[config.mk]
export PLATFORM = sky130hd
export DESIGN_NAME = fdp_top
export DESIGN_NICKNAME = d
export VERILOG_FILES = /design/src/rtl/fdp_pkg.sv /design/src/rtl/fdp_top.sv
export VERILOG_INCLUDE_DIRS = /design/src /design/src/rtl
export SDC_FILE = /design/constraint.sdc
export NUM_CORES = 1
export LEC_CHECK = 0
export ABC_AREA = 0
export BUFFER_PORTS_ARGS = -buffer_cell sky130_fd_sc_hd__buf_4
export CORE_MARGIN = 2
export CORE_UTILIZATION = 35
export DETAILED_ROUTE_END_ITERATION = 10
export GPL_ROUTABILITY_DRIVEN = 0
export HOLD_SLACK_MARGIN = 0.12
export PLACE_DENSITY = 0.7
export SYNTH_ARGS = -nofsm -noshare
export SYNTH_HDL_FRONTEND = slang
export SYNTH_SLANG_ARGS = --single-unit
[constraint.sdc]
create_clock -name aclk -period 2.25 [get_ports aclk]
set_clock_uncertainty 0.15 [all_clocks]
set_input_delay 0 -clock aclk [delete_from_list [all_inputs] [get_ports aclk]]
set_output_delay 0 -clock aclk [all_outputs]
set_load 0.005 [all_outputs]
[src/rtl/fdp_params.svh]
// offsets, field positions, reset values and codes of the floppy pin block
`ifndef FDP_PARAMS_SVH
`define FDP_PARAMS_SVH

// register byte offsets
`define FDP_OFS_DOR 8'h00
`define FDP_OFS_CFG 8'h04
`define FDP_OFS_DIN 8'h08
`define FDP_OFS_ISTAT 8'h0C
`define FDP_OFS_ICLR 8'h10
`define FDP_OFS_IEN 8'h14

// digital output register fields
`define FDP_DOR_DMA_EN 3
`define FDP_DOR_RST 8'h00

// configuration register fields
`define FDP_CFG_READ_GATE_DIAG 0
`define FDP_CFG_PDM 1
`define FDP_CFG_PNF 2
`define FDP_CFG_HEAD 3
`define FDP_CFG_W 4
`define FDP_CFG_RST 4'h0

// digital input register fields
`define FDP_DIN_DOOR 7
`define FDP_DIN_SYS2 0
`define FDP_DIN_BADSTRAP 1

// interrupt status fields
`define FDP_IRQ_DOOR 0
`define FDP_IRQ_ACK 1
`define FDP_IRQ_STRAP 2
`define FDP_IRQ_W 3
`define FDP_IRQ_RST 3'h0

// bus answers
`define FDP_RESP_OKAY 2'h0
`define FDP_RESP_SLVERR 2'h2

`endif

[src/rtl/fdp_pkg.sv]
// types shared by the floppy drive, dma and pin logic
package fdp_pkg;

  typedef enum logic {
    FDP_MODE_LEGACY = 1'b0,
    FDP_MODE_SYS2 = 1'b1
  } fdp_mode_e;

  typedef enum logic [2:0] {
    FDP_SEL_DOR = 3'b000,
    FDP_SEL_CFG = 3'b001,
    FDP_SEL_DIN = 3'b010,
    FDP_SEL_ISTAT = 3'b011,
    FDP_SEL_ICLR = 3'b100,
    FDP_SEL_IEN = 3'b101,
    FDP_SEL_NONE = 3'b111
  } fdp_sel_e;

  // pin outputs toward drive, dma controller and the controller core
  typedef struct packed {
    logic floppy_dma_req;
    logic dma_ack_ok;
    logic dma_rd;
    logic dma_wr;
    logic head_side_select;
    logic pp_head_out;
    logic pp_head_oe_n;
    logic read_gate_diag;
    logic irq;
  } fdp_pins_s;

  typedef struct packed {
    logic awready;
    logic wready;
    logic aw_held;
    logic w_held;
    logic [7:0] awaddr;
    logic [7:0] wdata;
    logic wstrb0;
    logic bvalid;
    logic [1:0] bresp;
    logic arready;
    logic rvalid;
    logic [1:0] rresp;
    logic [31:0] rdata;
    logic [7:0] digital_output_reg;
    logic [3:0] cfg;
    logic [2:0] irq_en;
    logic [2:0] irq_stat;
    logic strap_done;
    fdp_mode_e mode;
    logic strap_bad;
    logic door_q;
    logic ack_q;
    fdp_pins_s pins;
  } fdp_state_s;

endpackage

[src/rtl/fdp_top.sv]
// floppy disk-change, dma request/acknowledge, head select and strap logic
//
// How it works
// - The door-opened level is readable in the digital input register.
// - A configuration bit reroutes the door input to the read-gate diagnostic output.
// - In parallel-drive mode with floppy select 0 a second door input on a shared pin counts.
// - The low-active dma acknowledge answers the request and qualifies read and write strobes.
// - In legacy mode the acknowledge is honoured only while digital output bit 3 is set.
// - In system-2 mode the acknowledge is always enabled and bit 3 is reserved.
// - The dma request goes high when the controller needs a transfer serviced and the request path is enabled.
// - The request is gated by bit 3 in legacy mode and always enabled in system-2 mode.
// - Head select is active for side 1 and inactive for side 0.
// - In parallel-drive mode with floppy select 0 head select is also driven on a shared pin.
// - Identity and encoding straps pick legacy, system-2 or the illegal combination.
`timescale 1ns/1ps
`include "fdp_params.svh"

module fdp_top
  import fdp_pkg::*;
(
  // clock and reset
  input wire logic aclk,
  input wire logic aresetn,
  // axi4-lite write address
  input wire logic [31:0] s_axi_awaddr,
  input wire logic s_axi_awvalid,
  output logic s_axi_awready,
  // axi4-lite write data
  input wire logic [31:0] s_axi_wdata,
  input wire logic [3:0] s_axi_wstrb,
  input wire logic s_axi_wvalid,
  output logic s_axi_wready,
  // axi4-lite write response
  output logic [1:0] s_axi_bresp,
  output logic s_axi_bvalid,
  input wire logic s_axi_bready,
  // axi4-lite read address
  input wire logic [31:0] s_axi_araddr,
  input wire logic s_axi_arvalid,
  output logic s_axi_arready,
  // axi4-lite read data
  output logic [31:0] s_axi_rdata,
  output logic [1:0] s_axi_rresp,
  output logic s_axi_rvalid,
  input wire logic s_axi_rready,
  // straps
  input wire logic ident_strap,
  input wire logic encoding_strap,
  // drive pins
  input wire logic door_opened_in,
  input wire logic door_opened_pp_in,
  output logic head_side_select,
  output logic pp_head_out,
  output logic pp_head_oe_n,
  // dma controller pins
  output logic floppy_dma_req,
  input wire logic floppy_dma_ack_n,
  input wire logic host_rd_n,
  input wire logic host_wr_n,
  // controller core side
  input wire logic xfer_demand,
  output logic dma_ack_ok,
  output logic dma_rd,
  output logic dma_wr,
  output logic read_gate_diag,
  // interrupt
  output logic irq
);

  fdp_state_s state_reg;
  fdp_state_s state_next;

  function automatic fdp_sel_e fdp_decode(input logic [7:0] addr);
    fdp_sel_e sel;
    sel = FDP_SEL_NONE;
    if (addr == `FDP_OFS_DOR) begin
      sel = FDP_SEL_DOR;
    end else if (addr == `FDP_OFS_CFG) begin
      sel = FDP_SEL_CFG;
    end else if (addr == `FDP_OFS_DIN) begin
      sel = FDP_SEL_DIN;
    end else if (addr == `FDP_OFS_ISTAT) begin
      sel = FDP_SEL_ISTAT;
    end else if (addr == `FDP_OFS_ICLR) begin
      sel = FDP_SEL_ICLR;
    end else if (addr == `FDP_OFS_IEN) begin
      sel = FDP_SEL_IEN;
    end
    return sel;
  endfunction

  always_comb begin
    logic sys2;
    logic dma_gate;
    logic pp_on;
    logic door_lvl;
    logic ack_now;
    logic do_wr;
    fdp_sel_e wsel;
    fdp_sel_e rsel;
    logic [2:0] set_ev;
    logic [2:0] clr_ev;
    logic [31:0] rd_val;
    sys2 = 1'b0;
    dma_gate = 1'b0;
    pp_on = 1'b0;
    door_lvl = 1'b0;
    ack_now = 1'b0;
    do_wr = 1'b0;
    wsel = FDP_SEL_NONE;
    rsel = FDP_SEL_NONE;
    set_ev = 3'h0;
    clr_ev = 3'h0;
    rd_val = 32'h0;
    state_next = state_reg;

    // straps are taken at the first edge after reset release
    if (!state_reg.strap_done) begin
      state_next.strap_done = 1'b1;
      if (!ident_strap) begin
        state_next.mode = FDP_MODE_SYS2;
      end else begin
        state_next.mode = FDP_MODE_LEGACY;
      end
      // illegal pair falls back to legacy but is flagged
      state_next.strap_bad = ident_strap && !encoding_strap;
      set_ev[`FDP_IRQ_STRAP] = ident_strap && !encoding_strap;
    end

    sys2 = (state_reg.mode == FDP_MODE_SYS2);
    dma_gate = sys2 || state_reg.digital_output_reg[`FDP_DOR_DMA_EN];
    pp_on = state_reg.cfg[`FDP_CFG_PDM] && !state_reg.cfg[`FDP_CFG_PNF];

    // either drive's door counts in parallel-drive mode
    door_lvl = door_opened_in || (pp_on && door_opened_pp_in);
    state_next.door_q = door_lvl;
    if (state_reg.strap_done && (door_lvl != state_reg.door_q)) begin
      set_ev[`FDP_IRQ_DOOR] = 1'b1;
    end

    // acknowledge only counts while the request path is enabled
    ack_now = !floppy_dma_ack_n && dma_gate;
    state_next.ack_q = ack_now;
    set_ev[`FDP_IRQ_ACK] = ack_now && !state_reg.ack_q;

    state_next.pins.floppy_dma_req = xfer_demand && dma_gate;
    state_next.pins.dma_ack_ok = ack_now;
    state_next.pins.dma_rd = ack_now && !host_rd_n;
    state_next.pins.dma_wr = ack_now && !host_wr_n;
    state_next.pins.head_side_select = state_reg.cfg[`FDP_CFG_HEAD];
    state_next.pins.pp_head_out = state_reg.cfg[`FDP_CFG_HEAD] && pp_on;
    state_next.pins.pp_head_oe_n = !pp_on;
    // diagnostic reroute: door pin feeds the data separator gate
    state_next.pins.read_gate_diag = state_reg.cfg[`FDP_CFG_READ_GATE_DIAG] && door_opened_in;

    // write address and data are taken independently
    if (s_axi_awvalid && state_reg.awready) begin
      state_next.aw_held = 1'b1;
      state_next.awaddr = s_axi_awaddr[7:0];
    end
    if (s_axi_wvalid && state_reg.wready) begin
      state_next.w_held = 1'b1;
      state_next.wdata = s_axi_wdata[7:0];
      state_next.wstrb0 = s_axi_wstrb[0];
    end
    do_wr = state_reg.aw_held && state_reg.w_held && !state_reg.bvalid;
    if (do_wr) begin
      wsel = fdp_decode(state_reg.awaddr);
      state_next.aw_held = 1'b0;
      state_next.w_held = 1'b0;
      state_next.bvalid = 1'b1;
      state_next.bresp = `FDP_RESP_OKAY;
      if (wsel == FDP_SEL_NONE) begin
        state_next.bresp = `FDP_RESP_SLVERR;
      end else if (!state_reg.wstrb0) begin
        state_next.bresp = `FDP_RESP_OKAY;
      end else if (wsel == FDP_SEL_DOR) begin
        state_next.digital_output_reg = state_reg.wdata;
        // bit 3 is reserved in system-2 mode and stays clear
        if (sys2) begin
          state_next.digital_output_reg[`FDP_DOR_DMA_EN] = 1'b0;
        end
      end else if (wsel == FDP_SEL_CFG) begin
        state_next.cfg = state_reg.wdata[`FDP_CFG_W-1:0];
      end else if (wsel == FDP_SEL_ICLR) begin
        clr_ev = state_reg.wdata[`FDP_IRQ_W-1:0];
      end else if (wsel == FDP_SEL_IEN) begin
        state_next.irq_en = state_reg.wdata[`FDP_IRQ_W-1:0];
      end
    end
    if (state_reg.bvalid && s_axi_bready) begin
      state_next.bvalid = 1'b0;
    end
    state_next.awready = !state_next.aw_held && !state_next.bvalid;
    state_next.wready = !state_next.w_held && !state_next.bvalid;

    // read: one address taken, answer on the next edge
    if (s_axi_arvalid && state_reg.arready) begin
      rsel = fdp_decode(s_axi_araddr[7:0]);
      state_next.rvalid = 1'b1;
      state_next.rresp = `FDP_RESP_OKAY;
      if (rsel == FDP_SEL_DOR) begin
        rd_val[7:0] = state_reg.digital_output_reg;
      end else if (rsel == FDP_SEL_CFG) begin
        rd_val[`FDP_CFG_W-1:0] = state_reg.cfg;
      end else if (rsel == FDP_SEL_DIN) begin
        // door bit reads low while the pin serves as read gate
        rd_val[`FDP_DIN_DOOR] = state_reg.door_q && !state_reg.cfg[`FDP_CFG_READ_GATE_DIAG];
        rd_val[`FDP_DIN_SYS2] = sys2;
        rd_val[`FDP_DIN_BADSTRAP] = state_reg.strap_bad;
      end else if (rsel == FDP_SEL_ISTAT) begin
        rd_val[`FDP_IRQ_W-1:0] = state_reg.irq_stat;
      end else if (rsel == FDP_SEL_IEN) begin
        rd_val[`FDP_IRQ_W-1:0] = state_reg.irq_en;
      end else if (rsel == FDP_SEL_NONE) begin
        state_next.rresp = `FDP_RESP_SLVERR;
      end
      state_next.rdata = rd_val;
    end
    if (state_reg.rvalid && s_axi_rready) begin
      state_next.rvalid = 1'b0;
    end
    state_next.arready = !state_next.rvalid;

    // set wins over a clear in the same cycle
    for (int i = 0; i < `FDP_IRQ_W; i++) begin
      if (set_ev[i]) begin
        state_next.irq_stat[i] = 1'b1;
      end else if (clr_ev[i]) begin
        state_next.irq_stat[i] = 1'b0;
      end
    end
    state_next.pins.irq = |(state_next.irq_stat & state_next.irq_en);
  end

  always_ff @(posedge aclk) begin
    if (!aresetn) begin
      state_reg <= '0;
      state_reg.digital_output_reg <= `FDP_DOR_RST;
      state_reg.cfg <= `FDP_CFG_RST;
      state_reg.irq_stat <= `FDP_IRQ_RST;
      state_reg.irq_en <= `FDP_IRQ_RST;
      state_reg.mode <= FDP_MODE_LEGACY;
      state_reg.pins.pp_head_oe_n <= 1'b1;
    end else begin
      state_reg <= state_next;
    end
  end

  assign s_axi_awready = state_reg.awready;
  assign s_axi_wready = state_reg.wready;
  assign s_axi_bvalid = state_reg.bvalid;
  assign s_axi_bresp = state_reg.bresp;
  assign s_axi_arready = state_reg.arready;
  assign s_axi_rvalid = state_reg.rvalid;
  assign s_axi_rresp = state_reg.rresp;
  assign s_axi_rdata = state_reg.rdata;
  assign floppy_dma_req = state_reg.pins.floppy_dma_req;
  assign dma_ack_ok = state_reg.pins.dma_ack_ok;
  assign dma_rd = state_reg.pins.dma_rd;
  assign dma_wr = state_reg.pins.dma_wr;
  assign head_side_select = state_reg.pins.head_side_select;
  assign pp_head_out = state_reg.pins.pp_head_out;
  assign pp_head_oe_n = state_reg.pins.pp_head_oe_n;
  assign read_gate_diag = state_reg.pins.read_gate_diag;
  assign irq = state_reg.pins.irq;

endmodule // fdp_top

==> results of run 1 <==
==> cell type report <==
cell class              count  area (µm²)  share of cell area
clock buffers              10         138              0.0331
clock inverters             6        57.6              0.0138
inverters                   7        26.3             0.00631
multi-input cells         229        1220               0.293
flip-flops and latches     65        1300               0.313
well taps                 102         128              0.0307
repair buffers            146        1290               0.310
==> where the power goes <==
part / leakage (nW) / switching (mW) / internal (mW)
registers: 0.529 / 0.0313 / 1.19
logic: 1.14 / 0.124 / 0.181
clock network: 0.102 / 0.456 / 0.534
==> repair_timing <==
action	CTS	global route
endpoints found under the setup margin	0	23
setup buffers	0	1
endpoints found under the hold margin	50	0
hold buffers	78	0
resized for setup	0	7
==> layer usage <==
metal,vias to the layer above,part of all wire
met5,-,0
met1,1185,0.44
met2,76,0.49
li1,1294,-
met3,14,0.050
met4,0,0.023
==> cell families after synthesis <==
group | count (synthesis) | synth area share
AOI/OAI and AO/OA | 62 | 0.128
xor gates and xnor gates | 1 | 0.00319
buffers and inverters | 54 | 0.126
DFF | 65 | 0.473
muxes | 11 | 0.0414
other | 1 | 0.00136
and+or+nand+nor | 129 | 0.227
==> layout by cell type, fill, tap and decap left out, types with 2 or more instances in the layout <==
cell | synthesis | layout
clkinv_2 | 0 | 4
mux2_2 | 3 | 3
clkbuf_8 | 0 | 10
nor4_4 | 1 | 2
nand3_1 | 2 | 2
a22oi_1 | 8 | 7
or4_4 | 2 | 2
and2_1 | 6 | 4
nor3_1 | 4 | 4
dlygate4sd3_1 | 0 | 78
a21oi_1 | 39 | 39
nand3b_1 | 2 | 2
or2_2 | 2 | 2
nor2b_1 | 3 | 3
inv_1 | 6 | 6
nand2b_1 | 2 | 2
nand2_1 | 64 | 64
dfxtp_1 | 65 | 65
buf_4 | 36 | 68
mux2i_1 | 8 | 8
conb_1 | 1 | 26
nor2_1 | 28 | 28
o21ai_0 | 8 | 7
==> worst max-delay path, stage by stage, from the launching register on <==
cell and delay, ps:
dfxtp_1 320, or4_4 560, or3_4 400, or4_4 480, nand2_1 90, a21oi_1 60
==> worst paths after layout <==
kind / startpoint / end / cells after the start
worst max register to register: state_reg[85] / state_reg[27] / 5
worst max-delay path: state_reg[85] / state_reg[27] / 5
worst min register to register: state_reg[24] / state_reg[24] / 2
worst min-delay path: xfer_demand / floppy_dma_req / 4
==> per-stage QoR <==
step	instance area (µm²)	hold WS (ps)	utilization
final	4160	295	0.542
after global placement	3160	7.93	0.410
after global routing	4160	322	0.542
after floorplan	2840	-122	-
after detailed placement	3160	10.3	0.410
after CTS	4130	292	0.537
==> impl_results.md, run 1 <==
* Outcome: finished clean
* Slack of the critical path at 45.7 ps
* Crit start category: register
* Half-perimeter wire length after placement at 4.40 mm
* Asr flop ratio synth at 0
* Core ar. at 7690 µm²
* H-Tree Depth at 3
* Synth unique cells at 44
* Total power at 2.51 mW
* Total Wirelength at 6.83 mm
* Top_reg_cell synth: dfxtp_1
* Die Ht at 92.6 µm
* Die area at 8580 µm²
* Wire per inst at 12.1 µm
* Period utilization at 0.980
* YS warnings at 0
* Ant diodes at 0
* Largest net degree at the start of global routing at 39
* Reg clk slew, reported paths at 70 ps
* Row cnt at 32
* Met1 GRT Util at 0.189
* Top-count cell post-synth: dfxtp_1
* Residual DRC at 0
* Worst Max-Slew Pin Slew at 662 ps
* Clock sink count at 65
* Fin nets at 573
* Setup TNS at 0 ps
* Crit path DAT at 2260 ps
* Cell Area, Synth at 2750 µm²
* Tmin final at 2200 ps
* Port Buffers at 63
* Initial antenna violation count at 0
* Global-route wire length before repair at 11.0 mm
* GRT met3 Usage at 0.0342
* Critical path capture point type: register
* Slew headroom at 0.558
* Maximum VDD drop at 334 µV
* Final setup viols at 0
* CTS root buf: clkbuf_8
* Top cell type's share of synthesized area at 0.473
* Leakage at 1.77 nW
* Global Route Usage Sum at 0.164
* Initial drt markers at 94
* Vias in the first global route at 2469
* Dpl cells at 470
* Clk_lat worst skew at 340 ps
* Commonest cells post-synth: dfxtp_1, nand2_1, a21oi_1
* Pre-CTS setup slack at 55.3 ps
* Non-filler instance count after layout at 565
* Gr ovfl total at 0
* TritonCTS Buffers at 9
* TritonCTS clock tree: built
* Max clock buf depth at 2
* Seq/Total Area, Yosys at 0.473
* Chip width at 92.6 µm
* Synthesis-to-layout area growth at 51.4%
* # fillers at 695
* Busiest grt layer: met2
* Max Freq at 0.454 GHz
* Pre-antenna DRT Iters at 4
* Met2 usage at 0.281
* Max reg flops at 40
* Register-to-register setup slack at 50 ps
* Max-slew violations at 0
* Pwr dens at 603 nW/µm²
* MaxCap Viol Count at 0
* Starting Density at 0.358
* Kind of critical path: register to register
* Flops & latches, synth at 65
* Crit Path Max Fanout at 8
* Via count at 2569
* Area contributors post-synth: dfxtp_1, buf_4, nand2_1
* Syn Inst Count at 323
* I/O pins at 165
* Via/cell ratio at 4.55
* Synth area leader: dfxtp_1
* Antenna Nets Post-Route at 0
* Proportion of layout cells with a drive suffix above 1 at 0.216
* Final count of hold timing violations at 0
* HP Class: input pin to register
* WP data required at 2300 ps
* Post-synth EDFFs at 0
* Avg Cell Area, Syn at 8.51 µm²
Power figures use the tool's default switching activity.
==> run 2: changes to the inputs <==
BUFFER_PORTS_ARGS = -buffer_cell sky130_fd_sc_hd__buf_2   (was -buffer_cell sky130_fd_sc_hd__buf_4)
CORE_UTILIZATION = 39   (was 35)
PLACE_DENSITY = 0.76   (was 0.7)
==> run 2 against run 1 <==
Worst hold slack worse by 73 ps. Cell count down 0.71%. Combinational power is 10% lower. Global-route usage is 2.4 points higher. Via count rose by 0.62%. Design area down 2.5%. Non-clock buffer count rose by 3. Setup slack worse by 39 ps. Core utilization rose by 5.6 points. Register-to-register slack lost 40 ps. Die area fell by 9.8%. First-iteration DRC count is 4.3% lower. Highest routed layer unchanged.
==> impl_results.md, run 2 (synthesized netlist as in run 1, its figures left out) <==
* Outcome: finished clean (unchanged)
* Critical Path, Cell by Cell: or4_4 -> or3_4 -> or4_4 -> nand2_1 -> a21oi_1 (unchanged)
* Worst Max-Slew Pin Slew at 595 ps (was 662 ps)
* Pre-antenna DRT Iters at 4 (unchanged)
* TritonCTS clock tree: built (unchanged)
* Crit path max-delay family: simple AND/OR/NAND/NOR gates (unchanged)
* HP Class: input pin to register (unchanged)
* Pwr dens at 645 nW/µm² (was 603 nW/µm²)
* Area of the multi-input gates at 1210 µm² (was 1220 µm²)
* Largest net degree at the start of global routing at 29 (was 39)
* Proportion of layout cells with a drive suffix above 1 at 0.213 (was 0.216)
* Dpl cells at 464 (was 470)
* Residual DRC at 0 (unchanged)
* GRT met3 Usage at 0.0509 (was 0.0342)
* Worst Hold Path Cells at 6 (was 4)
* WP data required at 2310 ps (was 2300 ps)
* Pre-CTS setup slack at 36.2 ps (was 55.3 ps)
* MaxCap Viol Count at 0 (unchanged)
* Post-CTS setup repair buffer count at 0 (unchanged)
* Row cnt at 30 (was 32)
* Launching point of the worst reg2reg path: state_reg[85] (unchanged)
* Fin nets at 576 (was 573)
* Synthesis-to-layout area growth at 47.5% (was 51.4%)
* Clock sink count at 65 (unchanged)
* Final instance area at 4060 µm² (was 4160 µm²)
* Initial drt markers at 90 (was 94)
* Max-slew violations at 0 (unchanged)
* Via/cell ratio at 4.61 (was 4.55)
* Port Buffers at 63 (unchanged)
* Crit start category: register (unchanged)
* Maximum VDD drop at 452 µV (was 334 µV)
* Most common cell after layout, fill and taps aside: dlygate4sd3_1 (unchanged)
* Slowest CP cell: or4_4 (unchanged)
* Internal at 2.05 mW (was 1.90 mW)
* Busiest grt layer: met2 (unchanged)
* Half-perimeter wire length after placement at 4.38 mm (was 4.40 mm)
* Switching part of the total at 0.217 (was 0.243)
* Clock power share at 0.430 (was 0.394)
* Die Ht at 88.0 µm (was 92.6 µm)
* Non-filler instance count after layout at 561 (was 565)
* Vias in the first global route at 2540 (was 2469)
* Setup TNS at 0 ps (unchanged)
* Final setup viols at 0 (unchanged)
* Wire per inst at 12.3 µm (was 12.1 µm)
* Placed inst area at 2990 µm² (was 3160 µm²)
* Global Route Usage Sum at 0.188 (was 0.164)
* Initial antenna violation count at 0 (unchanged)
* Sw Pwr at 0.568 mW (was 0.611 mW)
* Buf/Inv on CP at 0 (unchanged)
* Critical R2R Capture: state_reg[25] (was state_reg[27])
* Gr ovfl total at 0 (unchanged)
* Leakage at 1.76 nW (was 1.77 nW)
* TritonCTS Buffers at 9 (unchanged)
* CTS root buf: clkbuf_8 (unchanged)
* Max reg flops at 40 (unchanged)
* Register-to-register setup slack at 7 ps (was 50 ps)
* I/O pins at 165 (unchanged)
* Crit path DAT at 2300 ps (was 2260 ps)
* Clk_lat worst skew at 340 ps (about the same)
* Chip width at 88.0 µm (was 92.6 µm)
* Commonest non-fill, non-tap cells in the layout: dlygate4sd3_1, dfxtp_1, nand2_1, buf_2, a21oi_1 (was dlygate4sd3_1, buf_4, dfxtp_1, nand2_1, a21oi_1)
* Critical path capture point type: register (unchanged)
* Max clock buf depth at 2 (unchanged)
* Antenna Nets Post-Route at 0 (unchanged)
* Critical path's most frequent cell: or4_4 (unchanged)
* Period utilization at 0.997 (was 0.980)
* # fillers at 606 (was 695)
* CP max stage delay at 560 ps (about the same)
* Max Freq at 0.446 GHz (was 0.454 GHz)
* Die area at 7740 µm² (was 8580 µm²)
* Slew headroom at 0.600 (was 0.558)
* Final count of hold timing violations at 0 (unchanged)
* Met1 GRT Util at 0.208 (was 0.189)
* FF+latch area at 1300 µm² (about the same)
* H-Tree Depth at 3 (unchanged)
* Kind of critical path: register to register (unchanged)
* Starting Density at 0.405 (was 0.358)
* FF-to-FF path depth at 5 (unchanged)
* Ant diodes at 0 (unchanged)
* Global-route wire length before repair at 11.2 mm (was 11.0 mm)
* Post-layout util at 0.597 (was 0.542)
* Seq pwr share at 0.465 (was 0.485)
* Total Wirelength at 6.88 mm (was 6.83 mm)
* Hold-critical path endpoint: s_axi_rdata[0] (was floppy_dma_req)
* Tmin final at 2240 ps (was 2200 ps)
* Via count at 2585 (was 2569)
* Worst hold start: s_axi_araddr[5] (was xfer_demand)
* Slack of the critical path at 7.01 ps (was 45.7 ps)
* RSZ-0062 raised after global routing: true
* Proportion of power drawn by combinational gates at 0.105 (was 0.121)
* Met2 usage at 0.340 (was 0.281)
* Core ar. at 6790 µm² (was 7690 µm²)
* Reg clk slew, reported paths at 70 ps (about the same)
* Crit Path Max Fanout at 8 (unchanged)
[run 2: how the worst max path moves through the flow]
stage | from | to | slack, ps | cells past startpoint
3_5_place_dp | state_reg[85] | state_reg[25] | 40 | 5
5_1_grt | state_reg[85] | state_reg[25] | -60 | 5
2_1_floorplan | state_reg[85] | state_reg[24] | 90 | 6
4_1_cts | state_reg[85] | state_reg[25] | 20 | 5
3_3_place_gp | state_reg[85] | state_reg[25] | 80 | 5
6_report | state_reg[85] | state_reg[25] | 7 | 5
[run 2: cell type report]
| type | count | share of cell area |
|---|---|---|
| clock inverters | 2 | 0.0148 |
| repair buffers | 149 | 0.287 |
| multi-input cells | 229 | 0.299 |
| flip-flops and latches | 65 | 0.321 |
| inverters | 7 | 0.00648 |
| clock buffers | 13 | 0.0416 |
| well taps | 96 | 0.0296 |
[run 2: tightest hold or removal path, cell delays in order]
cell	delay, ps
buf_2	70
or4_1	110
or3_1	190
nor3_2	80
a22oi_1	130
a21oi_1	80
[run 2: power by group through the flow]
stage          sequential [mW]  clock, mW  combinational (mW)
4_1_cts                   1.22       1.14               0.265
3_3_place_gp              1.24          0               0.166
6_report                  1.22       1.13               0.274
2_1_floorplan             1.23          0               0.140
5_1_grt                   1.22       1.19               0.304
3_5_place_dp              1.24          0               0.171
[run 2: per-layer routing]
metal	vias to the layer above	share of wire
li1	1297	-
met1	1206	0.42
met2	72	0.52
met3	10	0.046
met4	0	0.018
met5	-	0
[run 2: what timing repair did]
item | in CTS | in global routing
hold buffers | 82 | 0
endpoints found under the hold margin | 50 | 0
gates resized for setup | 0 | 8
setup endpoints to repair | 0 | 26
[run 2: through the flow]
| step | total power, mW | hold WS, ps |
|---|---|---|
| finish | 2.62 | 222 |
| global placement | 1.40 | 6.83 |
| detailed placement | 1.41 | 12.9 |
| CTS | 2.62 | 213 |
| floorplan | 1.37 | -122 |
| global route | 2.71 | 264 |
==> run 3: changes to the inputs <==
BUFFER_PORTS_ARGS = -buffer_cell sky130_fd_sc_hd__clkbuf_2   (was -buffer_cell sky130_fd_sc_hd__buf_2)
CORE_UTILIZATION = 40   (was 39)
PLACE_DENSITY = 0.75   (was 0.76)
SKIP_CTS_REPAIR_TIMING = 1   (was default)
clock period = 2.4 ns   (was 2.25 ns; I/O delays follow)
==> run 3 against run 2 <==
Core utilization decreased by 0.34 points. First-iteration DRC count rose by 13%. Clock-buffer cell count is 3 lower. Total power is 6.8% lower. Die area fell by 2.4%. Highest routed layer unchanged.
==> impl_results.md, run 3 (synthesized netlist as in run 1, its figures left out) <==
* Top sig layer: met4 (unchanged)
* Largest net degree at the start of global routing at 39 (was 29)
* Kind of critical path: register to register (unchanged)
* Post-layout util at 0.594 (was 0.597)
* Synthesis-to-layout area growth at 45.1% (was 47.5%)
* Crit path DAT at 2420 ps (was 2300 ps)
* Slew headroom at 0.561 (was 0.600)
* Maximum VDD drop at 414 µV (was 452 µV)
* Initial antenna violation count at 0 (unchanged)
* HP Class: input pin to register (unchanged)
* Max clock buf depth at 2 (unchanged)
* Wire per inst at 12.3 µm (about the same)
* RSZ-0062 raised after global routing: false (was true)
* Die area at 7550 µm² (was 7740 µm²)
* Final instance area at 3990 µm² (was 4060 µm²)
* Starting Density at 0.409 (was 0.405)
* Global Route Usage Sum at 0.158 (was 0.188)
* Clk_lat worst skew at 340 ps (about the same)
* Setup TNS at 0 ps (unchanged)
* WP data required at 2540 ps (was 2310 ps)
* Vias in the first global route at 2030 (was 2540)
* Chip width at 86.9 µm (was 88.0 µm)
* Residual DRC at 0 (unchanged)
* Leakage at 1.73 nW (was 1.76 nW)
* Worst Max-Slew Pin Slew at 658 ps (was 595 ps)
* Reg clk slew, reported paths at 80 ps (was 70 ps)
* TritonCTS Buffers at 9 (unchanged)
* Fin nets at 573 (was 576)
* CTS root buf: clkbuf_8 (unchanged)
* Pre-antenna DRT Iters at 5 (was 4)
* Tmin final at 2280 ps (was 2240 ps)
* Max Freq at 0.438 GHz (was 0.446 GHz)
* Via/cell ratio at 4.66 (was 4.61)
* Outcome: finished clean (unchanged)
* Clock power share at 0.429 (was 0.430)
* Seq pwr share at 0.468 (was 0.465)
* Pre-CTS setup slack at 192 ps (was 36.2 ps)
* Initial drt markers at 102 (was 90)
* Total Wirelength at 6.66 mm (was 6.88 mm)
* Met3 WL at 330 µm (was 318 µm)
* WL met1 at 2.89 mm (was 2.88 mm)
* Max-slew violations at 0 (unchanged)
* Half-perimeter wire length after placement at 4.29 mm (was 4.38 mm)
* Core ar. at 6720 µm² (was 6790 µm²)
* I/O pins at 165 (unchanged)
* Commonest non-fill, non-tap cells in the layout: dlygate4sd3_1, dfxtp_1, nand2_1, clkbuf_2, a21oi_1 (was dlygate4sd3_1, dfxtp_1, nand2_1, buf_2, a21oi_1)
* Port Buffers at 63 (unchanged)
* Switching part of the total at 0.235 (was 0.217)
* Crit Path Max Fanout at 11 (was 8)
* Via count at 2533 (was 2585)
* Placed inst area at 2970 µm² (was 2990 µm²)
* Proportion of power drawn by combinational gates at 0.103 (was 0.105)
* TritonCTS clock tree: built (unchanged)
* Final setup viols at 0 (unchanged)
* Period utilization at 0.951 (was 0.997)
* Internal at 1.87 mW (was 2.05 mW)
* H-Tree Depth at 3 (unchanged)
* Row cnt at 30 (unchanged)
* Slack of the critical path at 117 ps (was 7.01 ps)
* Final count of hold timing violations at 0 (unchanged)
* Global-route wire length before repair at 9.25 mm (was 11.2 mm)
* Ant diodes at 0 (unchanged)
* Gr ovfl total at 0 (unchanged)
* Most common cell after layout, fill and taps aside: dlygate4sd3_1 (unchanged)
* Antenna Nets Post-Route at 0 (unchanged)
* Crit start category: register (unchanged)
* Register-to-register setup slack at 120 ps (was 7 ps)
* Max reg flops at 40 (unchanged)
* Pwr dens at 611 nW/µm² (was 645 nW/µm²)
* Clock sink count at 65 (unchanged)
* Sw Pwr at 0.572 mW (was 0.568 mW)
* Routed wl met2 at 3.38 mm (was 3.56 mm)
* Proportion of layout cells with a drive suffix above 1 at 0.205 (was 0.213)
* MaxCap Viol Count at 0 (unchanged)
* Die Ht at 86.9 µm (was 88.0 µm)
* Critical path capture point type: register (unchanged)
-- run 3: final timing paths --
path	endpoint	cells after the start	from
min	s_axi_rdata[1]	5	s_axi_araddr[5]
max	state_reg[76]	5	s_axi_wready
min reg2reg	s_axi_rdata[2]	2	s_axi_rdata[2]
max reg2reg	state_reg[76]	5	s_axi_wready
-- run 3: area by class of cell --
type | instances | area (µm²)
flip-flops and latches | 65 | 1300
inverters | 7 | 26.3
multi-input cells | 229 | 1200
clock buffers | 10 | 138
fillers | 585 | 2730
well taps | 80 | 100
clock inverters | 6 | 91.3
repair buffers | 146 | 1140
-- run 3: stage by stage --
step / power (mW) / hold slack [ps] / instances
floorplan: 1.29 / -122 / 348
global placement: 1.32 / 7.74 / 448
detailed placement: 1.32 / 11.6 / 448
CTS: 2.36 / -351 / 464
global route: 2.53 / 156 / 543
finish: 2.44 / 98.2 / 543
-- run 3: routing by layer --
metal | track usage | up-vias
li1 | - | 1293
met1 | 0.201 | 1154
met2 | 0.246 | 80
met3 | 0.0512 | 6
met4 | 0.0682 | 0
met5 | 0 | -
-- run 3: critical path, cell delays in order, from the launching register on --
cell,delay [ps]
dfxtp_1,360
and2_1,330
nand2_1,100
dlygate4sd3_1,580
a21oi_1,150
dlygate4sd3_1,570
-- run 3: power groups by stage --
stage                     combinational (mW)  clock [mW]  sequential (mW)
final                                  0.252        1.05             1.14
after global routing                   0.282        1.11             1.14
after CTS                              0.161        1.06             1.14
after detailed placement               0.160           0             1.16
after global placement                 0.156           0             1.16
after floorplan                        0.131           0             1.16
